$ cat src/hw/astx_pkg.sv
// package of constants and types for the async serial transmitter
package astx_pkg;
    localparam int unsigned CLK_HZ = 10000000;
    localparam int unsigned MAX_BAUD = 500000;
    localparam logic [4:0] OVERSAMPLE = 5'h10;
    localparam logic [3:0] TICK_LAST = 4'hf;
    localparam logic [7:0] PRESC_1 = 8'h01;
    localparam logic [7:0] PRESC_3 = 8'h03;
    localparam logic [7:0] PRESC_4 = 8'h04;
    localparam logic [7:0] PRESC_13 = 8'h0d;
    localparam logic [3:0] BITS_8 = 4'h8;
    localparam logic [3:0] BITS_9 = 4'h9;
    localparam logic [3:0] FRAME_8 = 4'ha;
    localparam logic [3:0] FRAME_9 = 4'hb;
    localparam logic [10:0] ALL_ONES = 11'h7ff;
    localparam logic [10:0] BREAK_WORD = 11'h000;

    typedef enum logic [4:0] {
        ASTX_OFF = 5'b00001,
        ASTX_IDLE_FRAME = 5'b00010,
        ASTX_READY = 5'b00100,
        ASTX_SHIFT = 5'b01000,
        ASTX_BREAK_END = 5'b10000
    } astx_state_t;

    typedef struct packed {
        logic transmitter_enable;
        logic receiver_enable;
        logic word_9bit;
        logic tx_ninth_bit;
        logic send_break_bit;
        logic tx_empty_irq_enable;
        logic tx_complete_irq_enable;
    } astx_ctrl_t;

    typedef struct packed {
        logic [1:0] prescale_select_field;
        logic [2:0] tx_divisor_select_field;
        logic [7:0] tx_extended_divisor;
    } astx_baud_t;
endpackage : astx_pkg

$ cat src/hw/astx_baud_gen.sv
// transmit baud rate generator producing one tick per sixteenth of a bit
`timescale 1ns/1ps
module astx_baud_gen (
    input wire logic i_ref_clk,
    input wire logic i_resetn,
    input wire logic i_run,
    input astx_pkg::astx_baud_t i_baud,
    output logic o_tick
);
    import astx_pkg::*;
    logic [7:0] presc_cnt;
    logic [7:0] pow_cnt;
    logic [7:0] ext_cnt;
    logic [7:0] presc_max;
    logic [7:0] pow_max;
    logic presc_tick;
    logic pow_tick;
    always_comb begin
        case (i_baud.prescale_select_field)
            2'h0: presc_max = PRESC_1 - 8'h01;
            2'h1: presc_max = PRESC_3 - 8'h01;
            2'h2: presc_max = PRESC_4 - 8'h01;
            default: presc_max = PRESC_13 - 8'h01;
        endcase
        pow_max = 8'((9'h001 << i_baud.tx_divisor_select_field) - 9'h001);
    end
    assign presc_tick = i_run && (presc_cnt == presc_max);
    assign pow_tick = presc_tick && (pow_cnt == pow_max);
    always_ff @(posedge i_ref_clk or negedge i_resetn) begin // RQ21
        if (!i_resetn) begin
            presc_cnt <= 8'h00;
            pow_cnt <= 8'h00;
        end else if (!i_run) begin
            presc_cnt <= 8'h00;
            pow_cnt <= 8'h00;
        end else if (presc_tick) begin
            presc_cnt <= 8'h00;
            pow_cnt <= pow_tick ? 8'h00 : pow_cnt + 8'h01;
        end else begin
            presc_cnt <= presc_cnt + 8'h01;
        end
    end
    always_ff @(posedge i_ref_clk or negedge i_resetn) begin // RQ22
        if (!i_resetn) begin
            ext_cnt <= 8'h00;
            o_tick <= 1'b0;
        end else if (!i_run) begin
            ext_cnt <= 8'h00;
            o_tick <= 1'b0;
        end else if (pow_tick) begin
            if (i_baud.tx_extended_divisor == 8'h00 ||
                ext_cnt == i_baud.tx_extended_divisor - 8'h01) begin
                ext_cnt <= 8'h00;
                o_tick <= 1'b1;
            end else begin
                ext_cnt <= ext_cnt + 8'h01;
                o_tick <= 1'b0;
            end
        end else begin
            o_tick <= 1'b0;
        end
    end
endmodule : astx_baud_gen

$ cat src/hw/astx_async_serial_transmitter.sv
// transmit half of the async serial unit
`timescale 1ns/1ps
// Overview of operation
// RQ1: words are 8 or 9 data bits, picked by the word length control
// RQ2: in 9-bit mode the top data bit comes from the ninth bit control
// RQ3: data leaves on the pin least significant bit first
// RQ4: start bit drives the pin low
// RQ5: stop bit drives the pin high
// RQ6: both enables off frees the pin; otherwise an idle line is high
// RQ7: idle character is a whole frame of ones
// RQ8: enabling the transmitter takes the pin and sends one idle frame first
// RQ9: enable toggled mid-frame sends an idle frame after the current word
// RQ10: toggling the enable discards the word waiting in the holding buffer
// RQ11: software toggles enable only while the buffer empty flag is set
// RQ12: buffer empty flag sets when holding buffer empties and a frame starts
// RQ13: buffer empty interrupt request while flag and its enable are set
// RQ14: writes during a frame go to the holding buffer, loaded at frame end
// RQ15: write while not sending loads shifter, starts frame, flag sets again
// RQ16: after the stop bit the complete flag sets, with optional interrupt
// RQ17: status read then data write clears both flags; the code clears them only while the transmitter is enabled
// RQ18: send break sends all-zero frames of the word length while set
// RQ19: after break is cleared one extra one bit is sent
// RQ20: transmit rate has its own generator, up to 500K baud
// RQ21: rate is clock over 16, prescale 1/3/4/13, and power of two to 128
// RQ22: nonzero extended divisor divides further by 1 to 255, zero bypasses
// RQ23: software leaves rate settings alone while enabled
// RQ24: status read arms the clear; next data write clears the flags; the code clears them only while the transmitter is enabled
// RQ25: each bit lasts sixteen ticks of the divided baud clock
module astx_async_serial_transmitter (
    input wire logic i_ref_clk,
    input wire logic i_resetn,
    input astx_pkg::astx_ctrl_t i_ctrl,
    input astx_pkg::astx_baud_t i_baud,
    input wire logic i_data_write,
    input wire logic [7:0] i_data,
    input wire logic i_status_read,
    input wire logic i_port_out,
    output logic o_pin_out,
    output logic o_pin_serial,
    output logic o_tx_buffer_empty_flag,
    output logic o_tx_complete_flag,
    output logic o_tx_empty_irq,
    output logic o_tx_complete_irq
);
    import astx_pkg::*;
    astx_state_t state;
    logic tick;
    logic [3:0] tick_cnt;
    logic [3:0] bit_cnt;
    logic [10:0] shifter;
    logic [8:0] holding;
    logic holding_full;
    logic te_prev;
    logic idle_pending;
    logic clear_armed;
    logic bit_end;
    logic frame_end;
    logic load_now;
    logic start_frame;
    logic [3:0] frame_len;
    logic [10:0] next_frame;
    logic [8:0] next_word;
    logic busy;
    logic te_rise;
    logic clear_seq;
    logic last_was_break;
    logic tx_run;

    astx_baud_gen u_baud (
        .i_ref_clk(i_ref_clk),
        .i_resetn(i_resetn),
        .i_run(tx_run),
        .i_baud(i_baud),
        .o_tick(tick)
    ); // RQ20

    assign te_rise = i_ctrl.transmitter_enable && !te_prev;
    // keep the rate running so a data or break frame under way finishes when the enable drops; an idle frame stops at once
    assign tx_run = i_ctrl.transmitter_enable || busy; // RQ9
    assign bit_end = tick && (tick_cnt == TICK_LAST); // RQ25
    assign frame_len = i_ctrl.word_9bit ? FRAME_9 : FRAME_8; // RQ1
    assign frame_end = bit_end && (bit_cnt == frame_len - 4'h1);
    assign busy = (state == ASTX_SHIFT) || (state == ASTX_IDLE_FRAME) ||
                  (state == ASTX_BREAK_END);
    assign clear_seq = i_data_write && clear_armed && i_ctrl.transmitter_enable; // RQ24
    assign next_word = {i_ctrl.tx_ninth_bit, i_data}; // RQ2

    // frame image, bit 0 leaves first: start, data lsb first, optional ninth, stop
    always_comb begin
        next_frame = ALL_ONES;
        if (i_ctrl.send_break_bit) begin
            next_frame = BREAK_WORD; // RQ18
        end else if (i_ctrl.word_9bit) begin
            next_frame = {1'b1, (holding_full ? holding : next_word), 1'b0}; // RQ3 RQ4 RQ5
        end else begin
            next_frame = {2'b11, (holding_full ? holding[7:0] : next_word[7:0]), 1'b0};
        end
    end
    assign load_now = (state == ASTX_READY) && (holding_full || i_ctrl.send_break_bit);
    assign start_frame = load_now || ((state == ASTX_READY) && i_data_write); // RQ15

    always_ff @(posedge i_ref_clk or negedge i_resetn) begin
        if (!i_resetn) begin
            te_prev <= 1'b0;
        end else begin
            te_prev <= i_ctrl.transmitter_enable;
        end
    end

    // sequencing of idle, data and break frames
    always_ff @(posedge i_ref_clk or negedge i_resetn) begin
        if (!i_resetn) begin
            state <= ASTX_OFF;
            tick_cnt <= 4'h0;
            bit_cnt <= 4'h0;
            shifter <= ALL_ONES;
            idle_pending <= 1'b0;
        end else begin
            if (tick) begin
                tick_cnt <= tick_cnt + 4'h1;
            end
            if (bit_end) begin
                bit_cnt <= bit_cnt + 4'h1;
                shifter <= {1'b1, shifter[10:1]}; // RQ3
            end
            if (te_rise && (state == ASTX_SHIFT)) begin
                idle_pending <= 1'b1; // RQ9
            end
            case (state)
                ASTX_OFF: begin
                    shifter <= ALL_ONES;
                    if (i_ctrl.transmitter_enable) begin
                        state <= ASTX_IDLE_FRAME; // RQ8
                        tick_cnt <= 4'h0;
                        bit_cnt <= 4'h0;
                    end
                end
                ASTX_IDLE_FRAME: begin
                    shifter <= ALL_ONES; // RQ7
                    if (!i_ctrl.transmitter_enable) begin
                        state <= ASTX_OFF;
                    end else if (frame_end) begin
                        state <= ASTX_READY;
                    end
                end
                ASTX_READY: begin
                    shifter <= ALL_ONES;
                    tick_cnt <= 4'h0;
                    bit_cnt <= 4'h0;
                    if (!i_ctrl.transmitter_enable) begin
                        state <= ASTX_OFF;
                    end else if (start_frame) begin
                        shifter <= next_frame; // RQ14
                        state <= ASTX_SHIFT;
                    end
                end
                ASTX_SHIFT: begin
                    if (frame_end) begin
                        tick_cnt <= 4'h0;
                        bit_cnt <= 4'h0;
                        if (idle_pending) begin
                            idle_pending <= 1'b0;
                            state <= ASTX_IDLE_FRAME;
                        end else if (i_ctrl.send_break_bit) begin
                            shifter <= BREAK_WORD; // RQ18
                        end else if (last_was_break) begin
                            shifter <= ALL_ONES;
                            state <= ASTX_BREAK_END; // RQ19
                        end else begin
                            state <= ASTX_READY;
                        end
                    end
                end
                ASTX_BREAK_END: begin
                    shifter <= ALL_ONES;
                    if (bit_end) begin
                        tick_cnt <= 4'h0;
                        bit_cnt <= 4'h0;
                        state <= ASTX_READY;
                    end
                end
                default: begin
                    state <= ASTX_OFF;
                end
            endcase
        end
    end

    // break tracking: a break frame just finished while break is now clear
    always_ff @(posedge i_ref_clk or negedge i_resetn) begin
        if (!i_resetn) begin
            last_was_break <= 1'b0;
        end else if (state == ASTX_READY && start_frame) begin
            last_was_break <= i_ctrl.send_break_bit;
        end else if (state == ASTX_SHIFT && frame_end) begin
            last_was_break <= i_ctrl.send_break_bit;
        end
    end

    // holding buffer
    always_ff @(posedge i_ref_clk or negedge i_resetn) begin
        if (!i_resetn) begin
            holding <= 9'h000;
            holding_full <= 1'b0;
        end else if (te_rise) begin
            holding_full <= 1'b0; // RQ10
        end else if (i_data_write && i_ctrl.transmitter_enable && state != ASTX_READY) begin
            holding <= next_word; // RQ14
            holding_full <= 1'b1;
        end else if (load_now && !i_ctrl.send_break_bit) begin
            holding_full <= 1'b0;
        end
    end

    // status flags and the clear sequence
    always_ff @(posedge i_ref_clk or negedge i_resetn) begin
        if (!i_resetn) begin
            clear_armed <= 1'b0;
            o_tx_buffer_empty_flag <= 1'b1;
            o_tx_complete_flag <= 1'b1;
        end else begin
            if (i_status_read) begin
                clear_armed <= 1'b1; // RQ24
            end else if (i_data_write) begin
                clear_armed <= 1'b0;
            end
            if ((start_frame && !i_ctrl.send_break_bit) || te_rise) begin
                o_tx_buffer_empty_flag <= 1'b1; // RQ12 RQ15
            end else if (clear_seq) begin
                o_tx_buffer_empty_flag <= 1'b0; // RQ17
            end
            if (state == ASTX_SHIFT && frame_end && !last_was_break) begin
                o_tx_complete_flag <= 1'b1; // RQ16
            end else if (clear_seq) begin
                o_tx_complete_flag <= 1'b0; // RQ17
            end
        end
    end

    // pin drive and interrupt requests
    always_ff @(posedge i_ref_clk or negedge i_resetn) begin
        if (!i_resetn) begin
            o_pin_out <= 1'b1;
            o_pin_serial <= 1'b0;
            o_tx_empty_irq <= 1'b0;
            o_tx_complete_irq <= 1'b0;
        end else begin
            o_pin_serial <= i_ctrl.transmitter_enable || i_ctrl.receiver_enable; // RQ6
            if (!(i_ctrl.transmitter_enable || i_ctrl.receiver_enable)) begin
                o_pin_out <= i_port_out; // RQ6
            end else if (busy) begin
                o_pin_out <= shifter[0];
            end else begin
                o_pin_out <= 1'b1; // RQ6
            end
            o_tx_empty_irq <= o_tx_buffer_empty_flag && i_ctrl.tx_empty_irq_enable; // RQ13
            o_tx_complete_irq <= o_tx_complete_flag && i_ctrl.tx_complete_irq_enable; // RQ16
        end
    end
endmodule : astx_async_serial_transmitter

$ cat config.mk
export PLATFORM = sky130hd
export DESIGN_NAME = astx_async_serial_transmitter
export DESIGN_NICKNAME = d
export VERILOG_FILES = /design/src/hw/astx_pkg.sv /design/src/hw/astx_baud_gen.sv /design/src/hw/astx_async_serial_transmitter.sv
export SDC_FILE = /design/constraint.sdc
export NUM_CORES = 1
export LEC_CHECK = 0
export BUFFER_PORTS_ARGS = -buffer_cell sky130_fd_sc_hd__buf_2
export CORE_MARGIN = 2
export CORE_UTILIZATION = 56
export CTS_BUF_LIST = sky130_fd_sc_hd__clkbuf_4
export CTS_CLUSTER_DIAMETER = 40
export DETAILED_ROUTE_END_ITERATION = 16
export HOLD_SLACK_MARGIN = 0.02
export PLACE_DENSITY = 0.85
export SYNTH_ARGS = -nofsm -noshare
export SYNTH_HDL_FRONTEND = slang
export SYNTH_HIERARCHICAL = 1
export SYNTH_SLANG_ARGS = --single-unit
$ cat constraint.sdc
create_clock -name i_ref_clk -period 2.5 [get_ports i_ref_clk]
set_clock_uncertainty 0.15 [all_clocks]
set_input_delay 0.375 -clock i_ref_clk [delete_from_list [all_inputs] [get_ports i_ref_clk]]
set_output_delay 0.375 -clock i_ref_clk [all_outputs]
set_load 0.01 [all_outputs]
==> results.py <==
metrics = {
    "routing": {
        "drtIter0Drc": 225,
        "wl_per_cell_um": 14.8,
        "dr_total_vias": 3659,
        "routed_wl_um": 9360,
        "drtPass1Iterations": 4,
        "ant_nets": 0,
        "drcViolationCount": 0,
        "routed_via_density": 5.80,
    },
    "synthesis": {
        "synth_edf_count": 0,
        "yosysSeqAreaShare_pct": 40.2,
        "avgSynthCellArea_um2": 9.37,
        "ys_warn_count": 6,
        "synth_top_area_share_pct": 31.2,
        "yosys_most_used_dff": "dfrtp_1",
        "yosys-top-cells-area": "dfrtp_1 (31%), dfstp_2 (9.1%), xor2_1 (4.2%)",
        "async_flop_share_pct": 100,
        "ys_seq_elements": 69,
        "yosys.area.top_type": "dfrtp_1",
        "synthesis.area_um2": 4340,
        "synth_cell_types": 73,
        "synth_nets": 507,
        "synthesis.instances": 463,
    },
    "die": {
        "die_w_um": 92,
        "core_area_um2": 7610,
        "io_pins": 39,
        "rows": 32,
        "die_area_um2": 8460,
        "die_y_um": 92,
        "start_util_pct": 57.0,
    },
    "critical_path": {
        "required_ns": 2.68,
        "r2r_start": "state[1]$_DFFE_PN0P_",
        "crit_fanout": 5,
        "end_kind": "flip-flop",
        "worstPathArrival_ns": 2.60,
        "worstSetupStartpoint": "i_baud[8]",
        "cp-start-kind": "input port",
        "ff2ff_path_depth": 12,
        "crit_type": "input port to flip-flop",
    },
    "hold_path": {
        "hold_class": "input port to flip-flop",
        "hold_depth": 2,
        "hp-start": "i_data[4]",
    },
    "power": {
        "p_sw_mw": 1.11,
        "p_int_mw": 2.08,
        "power.density_nw_per_um2": 646,
        "seq_power_share_pct": 47.3,
        "ir_drop_mv": 0.378,
        "power_frac_clock_pct": 18.4,
        "power.total_mw": 3.19,
        "leakage_nw": 2.19,
        "p_comb_share_pct": 34.4,
        "switching_share_pct": 34.8,
    },
    "sta": {
        "drv_slew": 0,
        "layout_min_cycle_time_ns": 2.42,
        "maxSlewHeadroom_pct": 61.7,
        "tightest_slew_ns": 0.569,
        "setup_viol": 0,
        "finalSetupTns_ns": 0,
        "whs_ns": 0.0575,
        "finalCritPeriodShare_pct": 96.8,
        "max_freq_mhz": 413,
        "finalHoldViolCount": 0,
    },
    "placement": {
        "dpl.hpwl_um": 6840,
        "portBuffers": 38,
        "place_congestion": 0.918,
        "placed_cell_area_um2": 4760,
    },
    "global_route": {
        "grt_pass1_wl_um": 15800,
        "grt_usage_pct": 23.1,
        "grt_antenna_before_repair": 0,
        "globalRoute.totalOverflow": 0,
        "grt_max_degree": 70,
        "grt_pass1_vias": 3552,
    },
    "finish": {
        "syn2layout_area_growth_pct": 14.0,
        "nets": 569,
        "drive_gt1_share_pct": 23.3,
        "final_util_pct": 65.0,
        "design_area_um2": 4940,
        "diodes": 0,
    },
    "clocking": {
        "worstSkewPairLatency_ns": 0.40,
        "clock_path_buffers": 2,
        "cts_tree": "done",
        "cts_htree_levels": 3,
        "clock_sinks": 69,
        "ctsRootBufferMaster": "clkbuf_4",
        "clkTransAtPathRegs_ns": 0.10,
        "cts_inserted_buffers": 9,
    },
    "flow_run": {
        "maxCapViolCount": 0,
    },
    "outcome": {
        "status": "completed",
    },
}
## worst paths after layout
check | endpoint | slack [ns]
min | holding[4]$_DFFE_PN0P_ | 0.06
max in group asynchronous | shifter[7]$_DFF_PN1_ | 1.49
max reg2reg | u_baud/ext_cnt[2]$_DFFE_PN0P_ | 0.09
min reg2reg | o_tx_complete_flag$_DFFE_PN1P_ | 0.34
max | u_baud/ext_cnt[2]$_DFFE_PN0P_ | 0.08
min in group asynchronous | u_baud/pow_cnt[6]$_DFFE_PN0P_ | 0.37
## metrics by stage
step,instances,setup WS [ns]
after floorplan,463,-0.143
after global placement,609,-0.214
after detailed placement,609,-0.317
after CTS,628,0.0271
after global routing,631,-0.00561
final,631,0.0799
## layout by cell type (no fill, tap or decap), types with 3 or more instances in the layout
| master | count |
|---|---|
| mux2i_1 | 16 |
| nand3b_1 | 3 |
| a2bb2oi_1 | 4 |
| nor4b_1 | 3 |
| nor3_1 | 6 |
| xnor2_1 | 14 |
| o21ai_0 | 13 |
| nor2_1 | 40 |
| nor4_1 | 4 |
| buf_4 | 26 |
| buf_2 | 38 |
| nand2_1 | 43 |
| clkinv_2 | 3 |
| o21ai_1 | 9 |
| dfstp_2 | 15 |
| and2_1 | 8 |
| a31oi_1 | 3 |
| nand3_1 | 16 |
| and3_1 | 4 |
| xor2_1 | 20 |
| dlygate4sd3_1 | 4 |
| or3_1 | 9 |
| inv_1 | 19 |
| ha_1 | 10 |
| a21oi_1 | 28 |
| o32ai_1 | 3 |
| mux2_1 | 9 |
| nor3b_1 | 3 |
| dfrtp_1 | 54 |
| o211ai_1 | 4 |
| and4_1 | 3 |
| o2111ai_1 | 6 |
| o21ai_2 | 3 |
| nand4_1 | 12 |
| clkbuf_4 | 12 |
| nand2b_1 | 5 |
| o22ai_1 | 4 |
| nor2_2 | 3 |
| nor2b_1 | 10 |
## power by group through the flow
stage	clock, mW	sequential [mW]	combinational [mW]
after floorplan	0	1.48	0.797
after global placement	0	1.52	1.05
after detailed placement	0	1.53	1.08
after CTS	0.601	1.51	1.09
after global routing	0.653	1.54	1.21
final	0.586	1.51	1.10
## per-layer routing
metal	track usage (%)	share of wire [%]
met3	3.29	4.4
met4	9.20	1.7
met5	0	0
met1	30.4	45
met2	38.6	49
## state kept, by name (all words and copies together), names as in the netlist, 4 cells and up
name and flops:
u_baud/presc_cnt 8, holding 9, tick_cnt 4, state 5, u_baud/ext_cnt 8, u_baud/pow_cnt 8, shifter 11, bit_cnt 4
## Yosys cell counts, drive strengths merged (7+ instances only)
library cell	number
dfrtp	54
nand2	43
nor2	43
a21oi	28
o21ai	25
xor2	21
inv	20
nand3	17
mux2i	16
dfstp	15
xnor2	14
buf	12
nand4	12
ha	11
or3	11
nor2b	10
mux2	9
and2	8
clkbuf	8
nor3	7
o2111ai	7
## kinds of logic after synthesis
logic type | after synthesis | share of synthesized area, %
AOI/OAI and AO/OA | 98 | 16.3
xor gates and xnor gates | 35 | 7.07
adders and majority gates | 11 | 3.17
buffers and inverters | 40 | 4.44
DFF | 69 | 40.2
muxes | 25 | 6.03
and+or+nand+nor | 185 | 22.7
## layout make-up
cell class,instances,area (um^2)
clock buffer,12,90.1
sequential,69,1750
inverter,20,75.1
fill,609,2660
clock inverter,3,15.0
multi-input combinational,355,2430
tap,102,128
timing repair buffer,70,457
## critical path, cell delays in order
cell and delay (ns):
buf_2 0.10, or3_4 0.40, ha_4 0.18, xor2_2 0.19, a2111oi_2 0.32, nand3_1 0.16
a2111oi_4 0.30, buf_4 0.21, buf_4 0.14, o2111ai_1 0.11, o21ai_1 0.11
## what timing repair did
action / in CTS / in global routing
buffers inserted: 0 / 1
hold endpoints to repair: 57 / 0
setup endpoints to repair: 0 / 8
hold buffers: 4 / 0
gates resized for setup: 0 / 5
Power figures use the tool's default switching activity.
